--- src/verilog/apst_pkg.sv ---
// Summary of operation
// - invert and latch falling controller interrupt
// - hold-off output follows hold bit
// - resolution output follows resolution bit
// - aux zero and feedback inputs readable
// - outputs defined within 250 ns of reset
// - single-axis first pulse within 650 ns
// - direction at 275 ns, pulse 375 later
// - interpolation first pulse within 775 ns
// - interpolation direction changes near pulse high
// - external instant stop: 400 us plus one
// - stop command: at most one pulse
// - external decel stop: 400 us plus two
// - decel command: at most two pulses
// - emergency polarity selects shorted or open
package apst_pkg;

  // geometry
  localparam int NUM_AXES = 4;
  localparam int CNT_W = 32; // pulse counts
  localparam int PER_W = 16; // pulse period in cycles
  localparam int LEAD_W = 8; // start latency counter
  localparam int WAIT_W = 7; // host access wait counter

  // clock and documented times
  localparam int CLK_PERIOD_NS = 8;
  localparam int HOST_WAIT_NS = 500;
  localparam int FIRST_PULSE_NS = 650;
  localparam int DIR_VALID_NS = 275;
  localparam int DIR_TO_PULSE_NS = 375;
  localparam int INTERP_PULSE_NS = 775;
  localparam int INTERP_DIR_WIN_NS = 125;
  localparam int EXT_STOP_US = 400;

  // latencies are upper bounds, so they round down
  localparam logic [LEAD_W-1:0] FIRST_PULSE_CYC = LEAD_W'(FIRST_PULSE_NS / CLK_PERIOD_NS);
  localparam logic [LEAD_W-1:0] DIR_VALID_CYC = LEAD_W'(DIR_VALID_NS / CLK_PERIOD_NS);
  localparam logic [LEAD_W-1:0] DIR_TO_PULSE_CYC = LEAD_W'(DIR_TO_PULSE_NS / CLK_PERIOD_NS);
  localparam logic [LEAD_W-1:0] DIR_PULSE_CYC = LEAD_W'(DIR_VALID_CYC + DIR_TO_PULSE_CYC);
  localparam logic [LEAD_W-1:0] INTERP_PULSE_CYC = LEAD_W'(INTERP_PULSE_NS / CLK_PERIOD_NS);
  localparam int INTERP_DIR_WIN_CYC = INTERP_DIR_WIN_NS / CLK_PERIOD_NS;
  // the host wait is a least time, so it rounds up
  localparam logic [WAIT_W-1:0] HOST_WAIT_CYC =
    WAIT_W'((HOST_WAIT_NS + CLK_PERIOD_NS - 1) / CLK_PERIOD_NS);
  // external stop qualification window
  localparam int EXT_FILT_CYC = EXT_STOP_US * 1000 / CLK_PERIOD_NS;

  // mode register field positions
  localparam int HOLD_OUTPUT_BIT_POS = 8;
  localparam int RESOLUTION_OUTPUT_BIT_POS = 9;

  // shortest legal pulse period and decel pulse allowance
  localparam logic [PER_W-1:0] PERIOD_MIN = 16'h0002;
  localparam logic [CNT_W-1:0] DECEL_LEFT = 32'h0000_0002;

  // axis sequencer states
  typedef enum logic [2:0] {
    ST_IDLE = 3'b001,
    ST_LEAD = 3'b010,
    ST_RUN  = 3'b100
  } apst_state_e;

  // host commands
  typedef enum logic [3:0] {
    CMD_DRIVE  = 4'b0001,
    CMD_INTERP = 4'b0010,
    CMD_STOP   = 4'b0100,
    CMD_DECEL  = 4'b1000
  } apst_cmd_e;

  typedef struct packed {
    logic [NUM_AXES-1:0] axes;
    apst_cmd_e code;
    logic [NUM_AXES-1:0] dirs;
    logic [CNT_W-1:0] count;
    logic [PER_W-1:0] period;
  } apst_cmd_s;

  typedef struct packed {
    logic [NUM_AXES-1:0] axes;
    logic [15:0] data;
  } apst_mode_wr_s;

  typedef struct packed {
    logic [NUM_AXES-1:0] aux_zero;
    logic [NUM_AXES-1:0] drv_fb;
  } apst_in_stat_s;

  typedef struct packed {
    apst_state_e state;
    logic pdir;
    logic interp;
    logic dir_pend;
    logic dir_out;
    logic pulse;
    logic p_out;
    logic m_out;
    logic hold_out;
    logic res_out;
    logic [LEAD_W-1:0] tgt;
    logic [LEAD_W-1:0] dtgt;
    logic [LEAD_W-1:0] elapsed;
    logic [PER_W-1:0] ph;
    logic [PER_W-1:0] half;
    logic [PER_W-1:0] period;
    logic [CNT_W-1:0] remain;
    logic [CNT_W-1:0] emitted;
  } apst_axis_s;

  typedef struct packed {
    apst_axis_s [NUM_AXES-1:0] ax;
    logic [WAIT_W-1:0] wait_cnt;
    logic ready;
    apst_in_stat_s stat;
  } apst_top_s;

  localparam apst_axis_s AXIS_RST = '{state: ST_IDLE, default: '0};
  localparam apst_top_s TOP_RST = '{ax: '{default: AXIS_RST}, wait_cnt: '0, ready: 1'b0,
                                    stat: '0};

endpackage

--- src/verilog/apst_filt.sv ---
`timescale 1ns/1ps
// level qualifier: a change passes only after holding for CYC cycles
module apst_filt #(
  parameter int CYC = 16
) (
  input wire logic clk_i,
  input wire logic rst_n_i,
  input wire logic ce_i,
  input wire logic raw_i,
  output logic lvl_o
);
  localparam int W = $clog2(CYC + 1);

  typedef struct packed {
    logic lvl;
    logic [W-1:0] cnt;
  } apst_filt_s;

  apst_filt_s q_reg;
  apst_filt_s q_next;

  // count how long the input has differed from the accepted level
  always_comb begin
    q_next = q_reg;
    if (raw_i == q_reg.lvl) begin
      q_next.cnt = '0;
    end else if (q_reg.cnt == W'(CYC - 1)) begin
      q_next.lvl = raw_i;
      q_next.cnt = '0;
    end else begin
      q_next.cnt = q_reg.cnt + W'(1);
    end
  end

  always_ff @(posedge clk_i or negedge rst_n_i) begin
    if (!rst_n_i) begin
      q_reg <= '0;
    end else if (ce_i) begin
      q_reg <= q_next;
    end
  end

  assign lvl_o = q_reg.lvl;
endmodule

--- src/verilog/apst_irq_latch.sv ---
`timescale 1ns/1ps
// inverting interrupt latch between controller and host bus
module apst_irq_latch (
  input wire logic clk_i,
  input wire logic rst_n_i,
  input wire logic ce_i,
  input wire logic int_n_i,
  input wire logic clr_i,
  input wire logic status_rd_i,
  output logic irq_o
);
  typedef struct packed {
    logic int_n_d; // previous interrupt level
    logic irq; // latched host request
    logic armed; // a new fall may set the latch
    logic rd_seen; // status read seen since last set
  } apst_irq_s;

  apst_irq_s q_reg;
  apst_irq_s q_next;
  logic fell;
  logic set;

  assign fell = q_reg.int_n_d & ~int_n_i;
  assign set = fell & q_reg.armed;

  // set wins over a same-cycle clear so no event is lost
  always_comb begin
    q_next = q_reg;
    q_next.int_n_d = int_n_i;
    q_next.irq = set | (q_reg.irq & ~clr_i);
    if (set) begin
      q_next.armed = 1'b0;
      q_next.rd_seen = 1'b0;
    end else if (!q_reg.armed) begin
      if (status_rd_i) begin
        q_next.rd_seen = 1'b1;
      end
      if ((q_reg.rd_seen || status_rd_i) && int_n_i) begin
        q_next.armed = 1'b1;
      end
    end
  end

  always_ff @(posedge clk_i or negedge rst_n_i) begin
    if (!rst_n_i) begin
      q_reg <= '{int_n_d: 1'b1, irq: 1'b0, armed: 1'b1, rd_seen: 1'b0};
    end else if (ce_i) begin
      q_reg <= q_next;
    end
  end

  assign irq_o = q_reg.irq;
endmodule

--- src/verilog/apst_top.sv ---
`timescale 1ns/1ps
// four-axis pulse output sequencer with stop timing and host interrupt latch
module apst_top #(
  parameter int EXT_FILT_CYC = apst_pkg::EXT_FILT_CYC
) (
  input wire logic CLK_I,
  input wire logic RST_N_I,
  input wire logic CE_I,
  input wire logic CMD_VALID_I,
  input apst_pkg::apst_cmd_s CMD_I,
  input wire logic PULSE_DIR_MODE_I,
  input wire logic AXIS_MODE_WR_EN_I,
  input apst_pkg::apst_mode_wr_s AXIS_MODE_WRITE_REG3_I,
  input wire logic [apst_pkg::NUM_AXES-1:0] EXT_INST_STOP_I,
  input wire logic [apst_pkg::NUM_AXES-1:0] EXT_INST_EN_I,
  input wire logic [apst_pkg::NUM_AXES-1:0] EXT_DECEL_STOP_I,
  input wire logic [apst_pkg::NUM_AXES-1:0] EXT_DECEL_EN_I,
  input wire logic EMERGENCY_STOP_INPUT_I,
  input wire logic EMERGENCY_OPEN_SEL_I,
  input wire logic [apst_pkg::NUM_AXES-1:0] AUX_INPUT_ZERO_PAIR_I,
  input wire logic [apst_pkg::NUM_AXES-1:0] DRIVE_FEEDBACK_I,
  input wire logic MC_INT_N_I,
  input wire logic IRQ_CLEAR_I,
  input wire logic STATUS_READ_I,
  output logic [apst_pkg::NUM_AXES-1:0] DRIVE_PULSE_OUTPUTS_O,
  output logic [apst_pkg::NUM_AXES-1:0] DIRECTION_PULSE_OUTPUT_O,
  output logic [apst_pkg::NUM_AXES-1:0] HOLD_OFF_GENERAL_OUTPUT_O,
  output logic [apst_pkg::NUM_AXES-1:0] STEP_RESOLUTION_GENERAL_OUTPUT_O,
  output logic [apst_pkg::NUM_AXES-1:0] BUSY_O,
  output logic [apst_pkg::NUM_AXES-1:0][apst_pkg::CNT_W-1:0] PULSE_CNT_O,
  output apst_pkg::apst_in_stat_s INPUT_STATUS_READ_REGS_O,
  output logic HOST_IRQ_O,
  output logic HOST_READY_O
);
  import apst_pkg::*;

  // window for the interpolation direction check
  localparam int DIR_WIN = INTERP_DIR_WIN_CYC;

  apst_top_s q_reg; // whole block state
  apst_top_s q_next; // next value of the whole block state
  logic emg_act; // emergency stop asserted after jumper polarity
  logic [NUM_AXES-1:0] ext_inst_f; // qualified external instant stop
  logic [NUM_AXES-1:0] ext_decel_f; // qualified external decel stop
  logic [NUM_AXES-1:0] cmd_hit; // command addressed to this axis
  logic [NUM_AXES-1:0] inst_req; // any instant stop source
  logic [NUM_AXES-1:0] decel_req; // any decel stop source
  logic [NUM_AXES-1:0] start_req; // drive or interpolation start

  // input high means the emergency loop is open
  // jumper picks polarity
  assign emg_act = EMERGENCY_OPEN_SEL_I ? EMERGENCY_STOP_INPUT_I : ~EMERGENCY_STOP_INPUT_I;

  // per-axis request decode and external stop qualification
  for (genvar g = 0; g < NUM_AXES; g++) begin : g_req
    // the qualifier costs up to its window of latency, which the stop allowance absorbs
    apst_filt #(
      .CYC(EXT_FILT_CYC)
    ) u_inst_filt (
      .clk_i(CLK_I),
      .rst_n_i(RST_N_I),
      .ce_i(CE_I),
      .raw_i(EXT_INST_STOP_I[g]),
      .lvl_o(ext_inst_f[g])
    );
    apst_filt #(
      .CYC(EXT_FILT_CYC)
    ) u_decel_filt (
      .clk_i(CLK_I),
      .rst_n_i(RST_N_I),
      .ce_i(CE_I),
      .raw_i(EXT_DECEL_STOP_I[g]),
      .lvl_o(ext_decel_f[g])
    );
    assign cmd_hit[g] = CMD_VALID_I && CMD_I.axes[g];
    assign inst_req[g] = (cmd_hit[g] && (CMD_I.code == CMD_STOP)) || emg_act ||
                         (ext_inst_f[g] && EXT_INST_EN_I[g]);
    assign decel_req[g] = (cmd_hit[g] && (CMD_I.code == CMD_DECEL)) ||
                          (ext_decel_f[g] && EXT_DECEL_EN_I[g]);
    assign start_req[g] = cmd_hit[g] && !inst_req[g] && (CMD_I.count != '0) &&
                          ((CMD_I.code == CMD_DRIVE) || (CMD_I.code == CMD_INTERP));
  end

  // next state of every axis, the host wait counter and the status capture
  always_comb begin
    q_next = q_reg;
    // host access window opens a fixed time after reset
    if (!q_reg.ready) begin
      q_next.wait_cnt = q_reg.wait_cnt + WAIT_W'(1);
      if (q_reg.wait_cnt == HOST_WAIT_CYC - WAIT_W'(1)) begin
        q_next.ready = 1'b1;
      end
    end
    q_next.stat.aux_zero = AUX_INPUT_ZERO_PAIR_I;
    q_next.stat.drv_fb = DRIVE_FEEDBACK_I;
    for (int a = 0; a < NUM_AXES; a++) begin
      if (AXIS_MODE_WR_EN_I && AXIS_MODE_WRITE_REG3_I.axes[a]) begin
        q_next.ax[a].hold_out = AXIS_MODE_WRITE_REG3_I.data[HOLD_OUTPUT_BIT_POS];
        q_next.ax[a].res_out = AXIS_MODE_WRITE_REG3_I.data[RESOLUTION_OUTPUT_BIT_POS];
      end
      case (q_reg.ax[a].state)
        ST_IDLE: begin
          q_next.ax[a].pulse = 1'b0;
          if (start_req[a]) begin
            // a start command to a busy axis is ignored, only idle axes start
            q_next.ax[a].state = ST_LEAD;
            q_next.ax[a].interp = (CMD_I.code == CMD_INTERP);
            q_next.ax[a].pdir = PULSE_DIR_MODE_I;
            q_next.ax[a].dir_pend = CMD_I.dirs[a];
            q_next.ax[a].remain = CMD_I.count;
            q_next.ax[a].emitted = '0;
            q_next.ax[a].elapsed = LEAD_W'(1);
            q_next.ax[a].period = (CMD_I.period < PERIOD_MIN) ? PERIOD_MIN : CMD_I.period;
            q_next.ax[a].half = q_next.ax[a].period >> 1;
            if (CMD_I.code == CMD_INTERP) begin
              q_next.ax[a].tgt = INTERP_PULSE_CYC;
              q_next.ax[a].dtgt = INTERP_PULSE_CYC - LEAD_W'(1);
            end else if (PULSE_DIR_MODE_I) begin
              q_next.ax[a].tgt = DIR_PULSE_CYC;
              q_next.ax[a].dtgt = DIR_VALID_CYC;
            end else begin
              q_next.ax[a].tgt = FIRST_PULSE_CYC;
              q_next.ax[a].dtgt = FIRST_PULSE_CYC - LEAD_W'(1);
            end
          end
        end
        ST_LEAD: begin
          if (inst_req[a]) begin
            // no pulse has left yet, so stop at once
            q_next.ax[a].state = ST_IDLE;
          end else begin
            if (decel_req[a] && (q_reg.ax[a].remain > DECEL_LEFT)) begin
              q_next.ax[a].remain = DECEL_LEFT;
            end
            q_next.ax[a].elapsed = q_reg.ax[a].elapsed + LEAD_W'(1);
            if (q_reg.ax[a].elapsed == q_reg.ax[a].dtgt - LEAD_W'(1)) begin
              q_next.ax[a].dir_out = q_reg.ax[a].dir_pend;
            end
            if (q_reg.ax[a].elapsed == q_reg.ax[a].tgt - LEAD_W'(1)) begin
              q_next.ax[a].state = ST_RUN;
              q_next.ax[a].pulse = 1'b1;
              q_next.ax[a].ph = q_reg.ax[a].period - PER_W'(1);
              q_next.ax[a].remain = q_next.ax[a].remain - CNT_W'(1);
              q_next.ax[a].emitted = q_reg.ax[a].emitted + CNT_W'(1);
            end
          end
        end
        ST_RUN: begin
          if (inst_req[a] && !q_reg.ax[a].pulse) begin
            q_next.ax[a].state = ST_IDLE;
          end else begin
            // a pulse already high is finished rather than cut short
            if (inst_req[a]) begin
              q_next.ax[a].remain = '0;
            end else if (decel_req[a] && (q_reg.ax[a].remain > DECEL_LEFT)) begin
              q_next.ax[a].remain = DECEL_LEFT;
            end
            if (q_reg.ax[a].ph == '0) begin
              if (q_next.ax[a].remain == '0) begin
                q_next.ax[a].state = ST_IDLE;
                q_next.ax[a].pulse = 1'b0;
              end else begin
                q_next.ax[a].pulse = 1'b1;
                q_next.ax[a].ph = q_reg.ax[a].period - PER_W'(1);
                q_next.ax[a].remain = q_next.ax[a].remain - CNT_W'(1);
                q_next.ax[a].emitted = q_reg.ax[a].emitted + CNT_W'(1);
              end
            end else begin
              // high for the upper half of the period, low for the rest
              q_next.ax[a].ph = q_reg.ax[a].ph - PER_W'(1);
              q_next.ax[a].pulse = (q_next.ax[a].ph >= q_reg.ax[a].half);
            end
          end
        end
        default: begin
          q_next.ax[a] = AXIS_RST;
        end
      endcase
      // pin mapping: pulse plus direction, or separate plus and minus pulses
      q_next.ax[a].p_out = q_next.ax[a].pdir ? q_next.ax[a].pulse :
                           (q_next.ax[a].pulse & ~q_next.ax[a].dir_out);
      q_next.ax[a].m_out = q_next.ax[a].pdir ? q_next.ax[a].dir_out :
                           (q_next.ax[a].pulse & q_next.ax[a].dir_out);
    end
  end

  // all sequencer state registers here; clock enable freezes everything
  always_ff @(posedge CLK_I or negedge RST_N_I) begin
    if (!RST_N_I) begin
      q_reg <= TOP_RST;
    end else if (CE_I) begin
      q_reg <= q_next;
    end
  end

  // host interrupt path
  apst_irq_latch u_irq (
    .clk_i(CLK_I),
    .rst_n_i(RST_N_I),
    .ce_i(CE_I),
    .int_n_i(MC_INT_N_I),
    .clr_i(IRQ_CLEAR_I),
    .status_rd_i(STATUS_READ_I),
    .irq_o(HOST_IRQ_O)
  );

  // outputs straight from flip-flops, except busy, which is decoded from the state register
  for (genvar g = 0; g < NUM_AXES; g++) begin : g_out
    assign DRIVE_PULSE_OUTPUTS_O[g] = q_reg.ax[g].p_out;
    assign DIRECTION_PULSE_OUTPUT_O[g] = q_reg.ax[g].m_out;
    assign HOLD_OFF_GENERAL_OUTPUT_O[g] = q_reg.ax[g].hold_out;
    assign STEP_RESOLUTION_GENERAL_OUTPUT_O[g] = q_reg.ax[g].res_out;
    assign BUSY_O[g] = (q_reg.ax[g].state != ST_IDLE);
    assign PULSE_CNT_O[g] = q_reg.ax[g].emitted;
  end
  assign INPUT_STATUS_READ_REGS_O = q_reg.stat;
  assign HOST_READY_O = q_reg.ready;

  for (genvar g = 0; g < NUM_AXES; g++) begin : g_chk

  end
endmodule
--- config.mk ---
export PLATFORM = sky130hd
export DESIGN_NAME = apst_top
export DESIGN_NICKNAME = d
export VERILOG_FILES = /design/src/verilog/apst_pkg.sv /design/src/verilog/apst_filt.sv /design/src/verilog/apst_irq_latch.sv /design/src/verilog/apst_top.sv
export SDC_FILE = /design/constraint.sdc
export NUM_CORES = 2
export LEC_CHECK = 0
export BUFFER_PORTS_ARGS = -buffer_cell sky130_fd_sc_hd__buf_2
export CORE_MARGIN = 8
export CORE_UTILIZATION = 35
export DETAILED_ROUTE_END_ITERATION = 6
export GPL_TIMING_DRIVEN = 1
export PLACE_DENSITY_LB_ADDON = 0.1
export REMOVE_ABC_BUFFERS = 1
export SLEW_MARGIN = 20
export SYNTH_ARGS = -nofsm -noshare
export SYNTH_HDL_FRONTEND = slang
export SYNTH_SLANG_ARGS = --single-unit
--- constraint.sdc ---
create_clock -name CLK_I -period 4.1 [get_ports CLK_I]
set_input_delay 0.41 -clock CLK_I [delete_from_list [all_inputs] [get_ports CLK_I]]
set_output_delay 0.41 -clock CLK_I [all_outputs]
set_load 0.02 [all_outputs]
After elaboration in Yosys (flattened, before gate mapping)
Index checks and enable logic that the tools add are counted.
Word-level totals
  flip-flop bits (word level): 744
  bits in latches: 0
  RAM bits: 0
  ROM bits: 0
  output and inout port bits: 158
  memories kept: 0
Operators by class
  $add $sub $neg: 41
  $mul: 0
  div/mod/pow operators: 0
  magnitude comparators: 9
  eq/ne operators: 90
  shift operators: 0
  muxes and demuxes: 198
  bitwise logic cells: 40
  reductions and logical operators: 127
Operators with widths (count)
  two-way mux 64 bit: 20
  two-way mux 32 bit: 24
  one-hot mux 64 bit (3 select lines): 4
  two-way mux 16 bit: 34
  two-way mux 96 bit: 4
  one-hot mux 32 bit (2 select lines): 4
  subtractor 32 x 1 -> 32 bit (second input constant): 8
  two-way mux 24 bit: 8
  one-hot mux 16 bit (3 select lines): 4
  adder 16 x 1 -> 16 bit (second input constant): 8
  adder 32 x 1 -> 32 bit (second input constant): 4
  == test 16 bit (second input constant): 8
  > comparator 32 x 2 -> 1 bit (second input constant): 4
  zero test 32 bit: 4
  one-hot mux 16 bit (2 select lines): 4
  subtractor 16 x 1 -> 16 bit (second input constant): 8
  one-hot mux 8 bit (3 select lines): 4
  == test 8 bit: 8
  greater-or-equal comparator 16 bit: 4
  zero test 16 bit: 4
  subtractor 8 x 1 -> 8 bit (second input constant): 8
  two-way mux 3 bit: 20
  != test 2 bit (second input constant): 25
  != test 3 bit (second input constant): 16
  other kinds (37): 266

Logic depth before layout (Yosys ltp)
  word-level depth: 15
  depth in mapped cells: 17

By module
Synthesis repeated with hierarchy kept, for this count alone.
Second synthesis, totals
  cells, all modules: 5760
  area total of the unflattened synthesis: 47031.4 µm²
By module, submodules not included
  apst_top: instances 1, cells each 4882, area each 38269.2 µm²
  apst_filt: instances 8, cells each 108, area each 1072.3 µm²
  apst_irq_latch: instances 1, cells each 14, area each 183.9 µm²

Worst setup path after synthesis
OpenSTA, ideal clock, no wires.
  kind: flip-flop to flip-flop
  from: reg q_reg[349] (netlist name)
  to: reg q_reg[352] (netlist name)
  setup time: 0.126 ns
  arrival: 3.807 ns
  data required time: 3.974 ns
  path slack: 0.167 ns
  stages on the path, launching flop included: 17
  path buffers: 4
  period minus slack after synthesis: 3.933 ns
  path through: dfrtp_1 > clkbuf_1 > nor4_1 > nand3_1 > o41ai_4 > clkbuf_1 > clkbuf_1 > buf_1 > nand3_1 > ha_1 > inv_1 > nor4_1 > and2_1 > o211ai_1 > nand2_1 > and3_1 > o32a_1
On the way
  longest elaborated chain between the ends: 11
  elaborated cells on any way between the ends: 17
  those cells by class: 2 x add/sub; 1 x order compare; 12 x mux; 2 x reduce/logical
RTL lines
  start, declared: line apst_top.sv:40  | apst_top_s q_reg;
  start signal, assigned: line apst_top.sv:192  | q_reg <= q_next;
  > comparator 32 x 2 -> 1 bit: line apst_top.sv:132, apst_top.sv:155
  logical AND 1 bit: line apst_top.sv:132, apst_top.sv:155
  two-way mux 32 bit (*): line apst_top.sv:132, apst_top.sv:155
  two-way mux 32 bit: line apst_top.sv:153  | if (inst_req[a]) begin
  two-way mux 32 bit: line apst_top.sv:149  | if (inst_req[a] && !q_reg.ax[a].pulse) begin
  two-way mux 32 bit: line apst_top.sv:101  | case (q_reg.ax[a].state)
  subtractor 32 x 1 -> 32 bit or zero test 32 bit (tied branches): line apst_top.sv:165, apst_top.sv:159
  two-way mux 64 bit: line apst_top.sv:159  | if (q_next.ax[a].remain == '0) begin
  two-way mux 64 bit: line apst_top.sv:158  | if (q_reg.ax[a].ph == '0) begin
  two-way mux 64 bit: line apst_top.sv:149
  one-hot mux 64 bit (3 select lines) (*): line apst_top.sv:101
Every way passes the cells marked *; elsewhere a longest branch is shown, timed or not. The select of a mux whose other input is x is not followed.
A chain may end at the register's enable or synchronous reset.

Worst setup path in the final report
  from: reg q_reg[353] (netlist name)
  to: reg q_reg[350] (netlist name)
Same word-level chain as after synthesis.

==> impl_results.md <==
- Unrepaired setup endpoints after global routing: false
- VDD IR-drop max: 289 uV
- Pwr/cell area: 580 mW/mm2
- CTS tree: done
- Fillers: 13600
- Worst Path Arrival: 4510 ps
- DP Area: 0.0499 mm2
- All-layer global routing usage: 0.253
- Die footprint: 0.144 mm2
- Area growth syn-to-layout: 15.5%
- Switch share: 0.431
- Buf/Inv on CP: 3
- Yosys cell types: 107
- Avg WL per Cell: 24.0 um
- Failing checks: design-rule violations
- Row count: ~130
- Top cells by count, synth: nand2_1 (681), dfrtp_1 (638), o21ai_0 (576)
- F_max: 0.258 GHz
- Placer Congestion: 0.967
- Layout cell share with drive strength beyond 1: 0.146
- Reg power frac: 0.295
- Final setup viols: 0
- Clk_skew: 26.7 ps
- Int Pwr: 17.5 mW
- Max reg flops: 351
- CP max-delay cell: o41a_1
- Reg clk slew, reported paths: about 70 ps
- Latest clock arrival within the worst-skew pair: 700 ps
- Avg Synthesized Cell Area: between 7 and 8 um2
- Final slew viol count: 0
- Chip Width: 379 um
- Vias in the first global route: 44300
- Final core utilization: 0.406
- Clock Tree Buf Depth: 3
- Top FF cell, synth: dfrtp_1
- CP max stage delay: approximately 500 ps
- Sequential area share after synthesis: 0.350
- Min Tclk post-route: between 3000 and 4000 ps
- Detailed-route via count: 46100
- Count leader, synth: nand2_1
- Root buf cell: clkbuf_16
- Initial Utilization: 0.351
- CP endpoint kind: register
- Static Leakage: 22.0 nW
- Post CTS Setup Buffer Count: 0
- Synth top area share: 0.347
- Worst-path fanout max: 7
- Clock share of power: 0.266
- Design Area, Final: 0.0532 mm2
- Post-DRT Antenna Nets: 0
- Hold WC Path Type: in -> reg
- CP startpoint kind: register
- Post-synth EDFFs: 0
- Mapped Cells: 5800
- Routed wire length: 188000 um
- CTS buffer count: between 80 and 90
- Grt total ovfl: 0
- Worst rel slew slack: 0.258
- Cells taking the most area after synthesis: dfrtp_1 (35%), o21ai_0 (6.3%), nand2_1 (5.5%)
- DRT iter0 DRCs: 4455
- Pre-Repair DR Iteration Count: 7
- Pwr Total: 30.8 mW
- Post-layout nets: 6224
- CP top delay family: simple AND/OR/NAND/NOR gates
- Register bit count reported by yosys: ~640
- Final Cycle Share: 0.947
- Post-synth ARST share: 1.00
- IO Port Bufs: 258
- CP Cell Sequence: nor4_1, nand2_1, o41a_1, o21ai_0, ha_1, inv_1, nor4_1, buf_4, o2111ai_1, buf_4, or4_1, a31oi_1, a31o_2
- Hpwl dp: 134000 um
- Max cap viols: 0
- Multi-input gate area: 0.0270 mm2
- CP Class: reg -> reg
- Yosys warnings: 0
- Die Y-Extent: 379 um
- Antenna violations before repair: 13
- CTS sink count: 644
- Combinational power share: 0.439
- Num ports: 273
- Outcome: finished, violations left
- Mapped Area: 0.0461 mm2
- Vias per std cell: approximately 5.9
- Storage cell area: 0.0161 mm2
- Largest net degree at the start of global routing: 99
- # DRC: 1
- Sw power: ~13 mW
- Slew at the pin closest to its max-slew limit: ~1100 ps
- Crit path required time: 4730 ps
- Global-route wire length before repair: 283000 um
- H-tree Lvls: 3
- Synth area leader: dfrtp_1
- Core Area: around 0.13 mm2
- Final Hold Fails: 0
==> timing repair <==
action	4_1_cts	5_1_grt
hold buffers	23	0
endpoints found under the setup margin	0	3
gates resized for setup	0	4
hold endpoints to repair	91	0
==> metal layers <==
layer  part of all wire  GRT usage  vias up
li1                   -          -    21500
met1               0.45      0.350    22600
met2               0.43      0.380     1703
met3              0.078     0.0583      382
met4              0.042      0.103       10
met5            0.00035          0        -
==> power groups by stage <==
| stage | Combinational (mW) | Sequential (mW) | Clock (mW) |
|---|---|---|---|
| 2_1_floorplan | 8.02 | 9.01 | 0 |
| 5_1_grt | 14.8 | 9.25 | 8.64 |
| 3_5_place_dp | 13.3 | 9.12 | 0 |
| 6_report | 13.6 | 9.10 | 8.19 |
| 3_3_place_gp | 13.2 | 9.12 | 0 |
| 4_1_cts | 13.4 | 9.03 | 8.42 |
==> placed cells by master, fill, tap and decap left out, drive strengths merged, types with 20 or more instances in the layout <==
master	count
nand2b	45
dlygate4sd3	23
nor2b	20
mux2	26
xor2	120
or4	64
and3	99
a21oi	302
nor3b	30
mux2i	29
and2	39
a21o	24
ha	111
and4	28
dfrtp	638
a22oi	53
a22o	31
nor3	168
nand4	92
o21ai	585
or2	27
buf	596
xnor2	184
nand2	684
o22ai	37
a31oi	91
nor4b	22
nor4	129
or3	95
nand3	283
o41ai	20
o211ai	66
a211oi	34
nor2	558
a221oi	38
o31ai	67
inv	165
clkbuf	119
==> layout make-up <==
class / count / area share
Tap cell: 1755 / 0.0413
Timing Repair Buffer: 619 / 0.0794
Inverter: 160 / 0.0113
Antenna cell: 8 / 0.000376
Multi-Input combinational cell: 4488 / 0.507
Sequential cell: 644 / 0.303
Clock buffer: 119 / 0.0469
Clock inverter: 37 / 0.0103
==> tightest hold or removal path, cell delays in order <==
cell,delay (ps)
buf_2,80
nand2_1,80
mux2i_1,150
o2bb2ai_1,70
==> stage by stage <==
step	setup TNS, ps	instances	hold slack (ps)	worst slack (ps)
after global placement	0	7643	458	226
after floorplan	-423390	5292	114	-2700
after global routing	0	7822	88.9	10.5
after detailed placement	0	7643	460	259
final	0	7830	136	218
after CTS	0	7822	75.0	211
==> worst paths after layout <==
path	startpoint	endpoint	slack (ps)	depth (start not counted)
max	q_reg[353]$_DFFE_PN0P_	q_reg[350]$_DFFE_PN0P_	220	13
max reg2reg	q_reg[353]$_DFFE_PN0P_	q_reg[350]$_DFFE_PN0P_	220	13
min	AXIS_MODE_WRITE_REG3_I[16]	STEP_RESOLUTION_GENERAL_OUTPUT_O[0]$_DFFE_PN0P_	140	4
min reg2reg	q_reg[15]$_DFFE_PN0P_	q_reg[15]$_DFFE_PN0P_	470	1
min in group asynchronous	RST_N_I	g_req[3].u_decel_filt.q_reg[11]$_DFFE_PN0P_	390	2
max in group asynchronous	RST_N_I	u_irq.q_reg[1]$_DFFE_PN1P_	2590	4
==> kinds of logic after synthesis <==
logic type	count (synthesis)	share of synthesized area
AO/OA/AOI/OAI	1603	0.223
XOR/XNOR	306	0.0588
adder cells (fa/ha/maj)	111	0.0301
buffers and inverters	668	0.0681
flip-flops	644	0.350
multiplexers	55	0.0127
AND/OR/NAND/NOR	2413	0.258
Power figures use the tool's default switching activity.
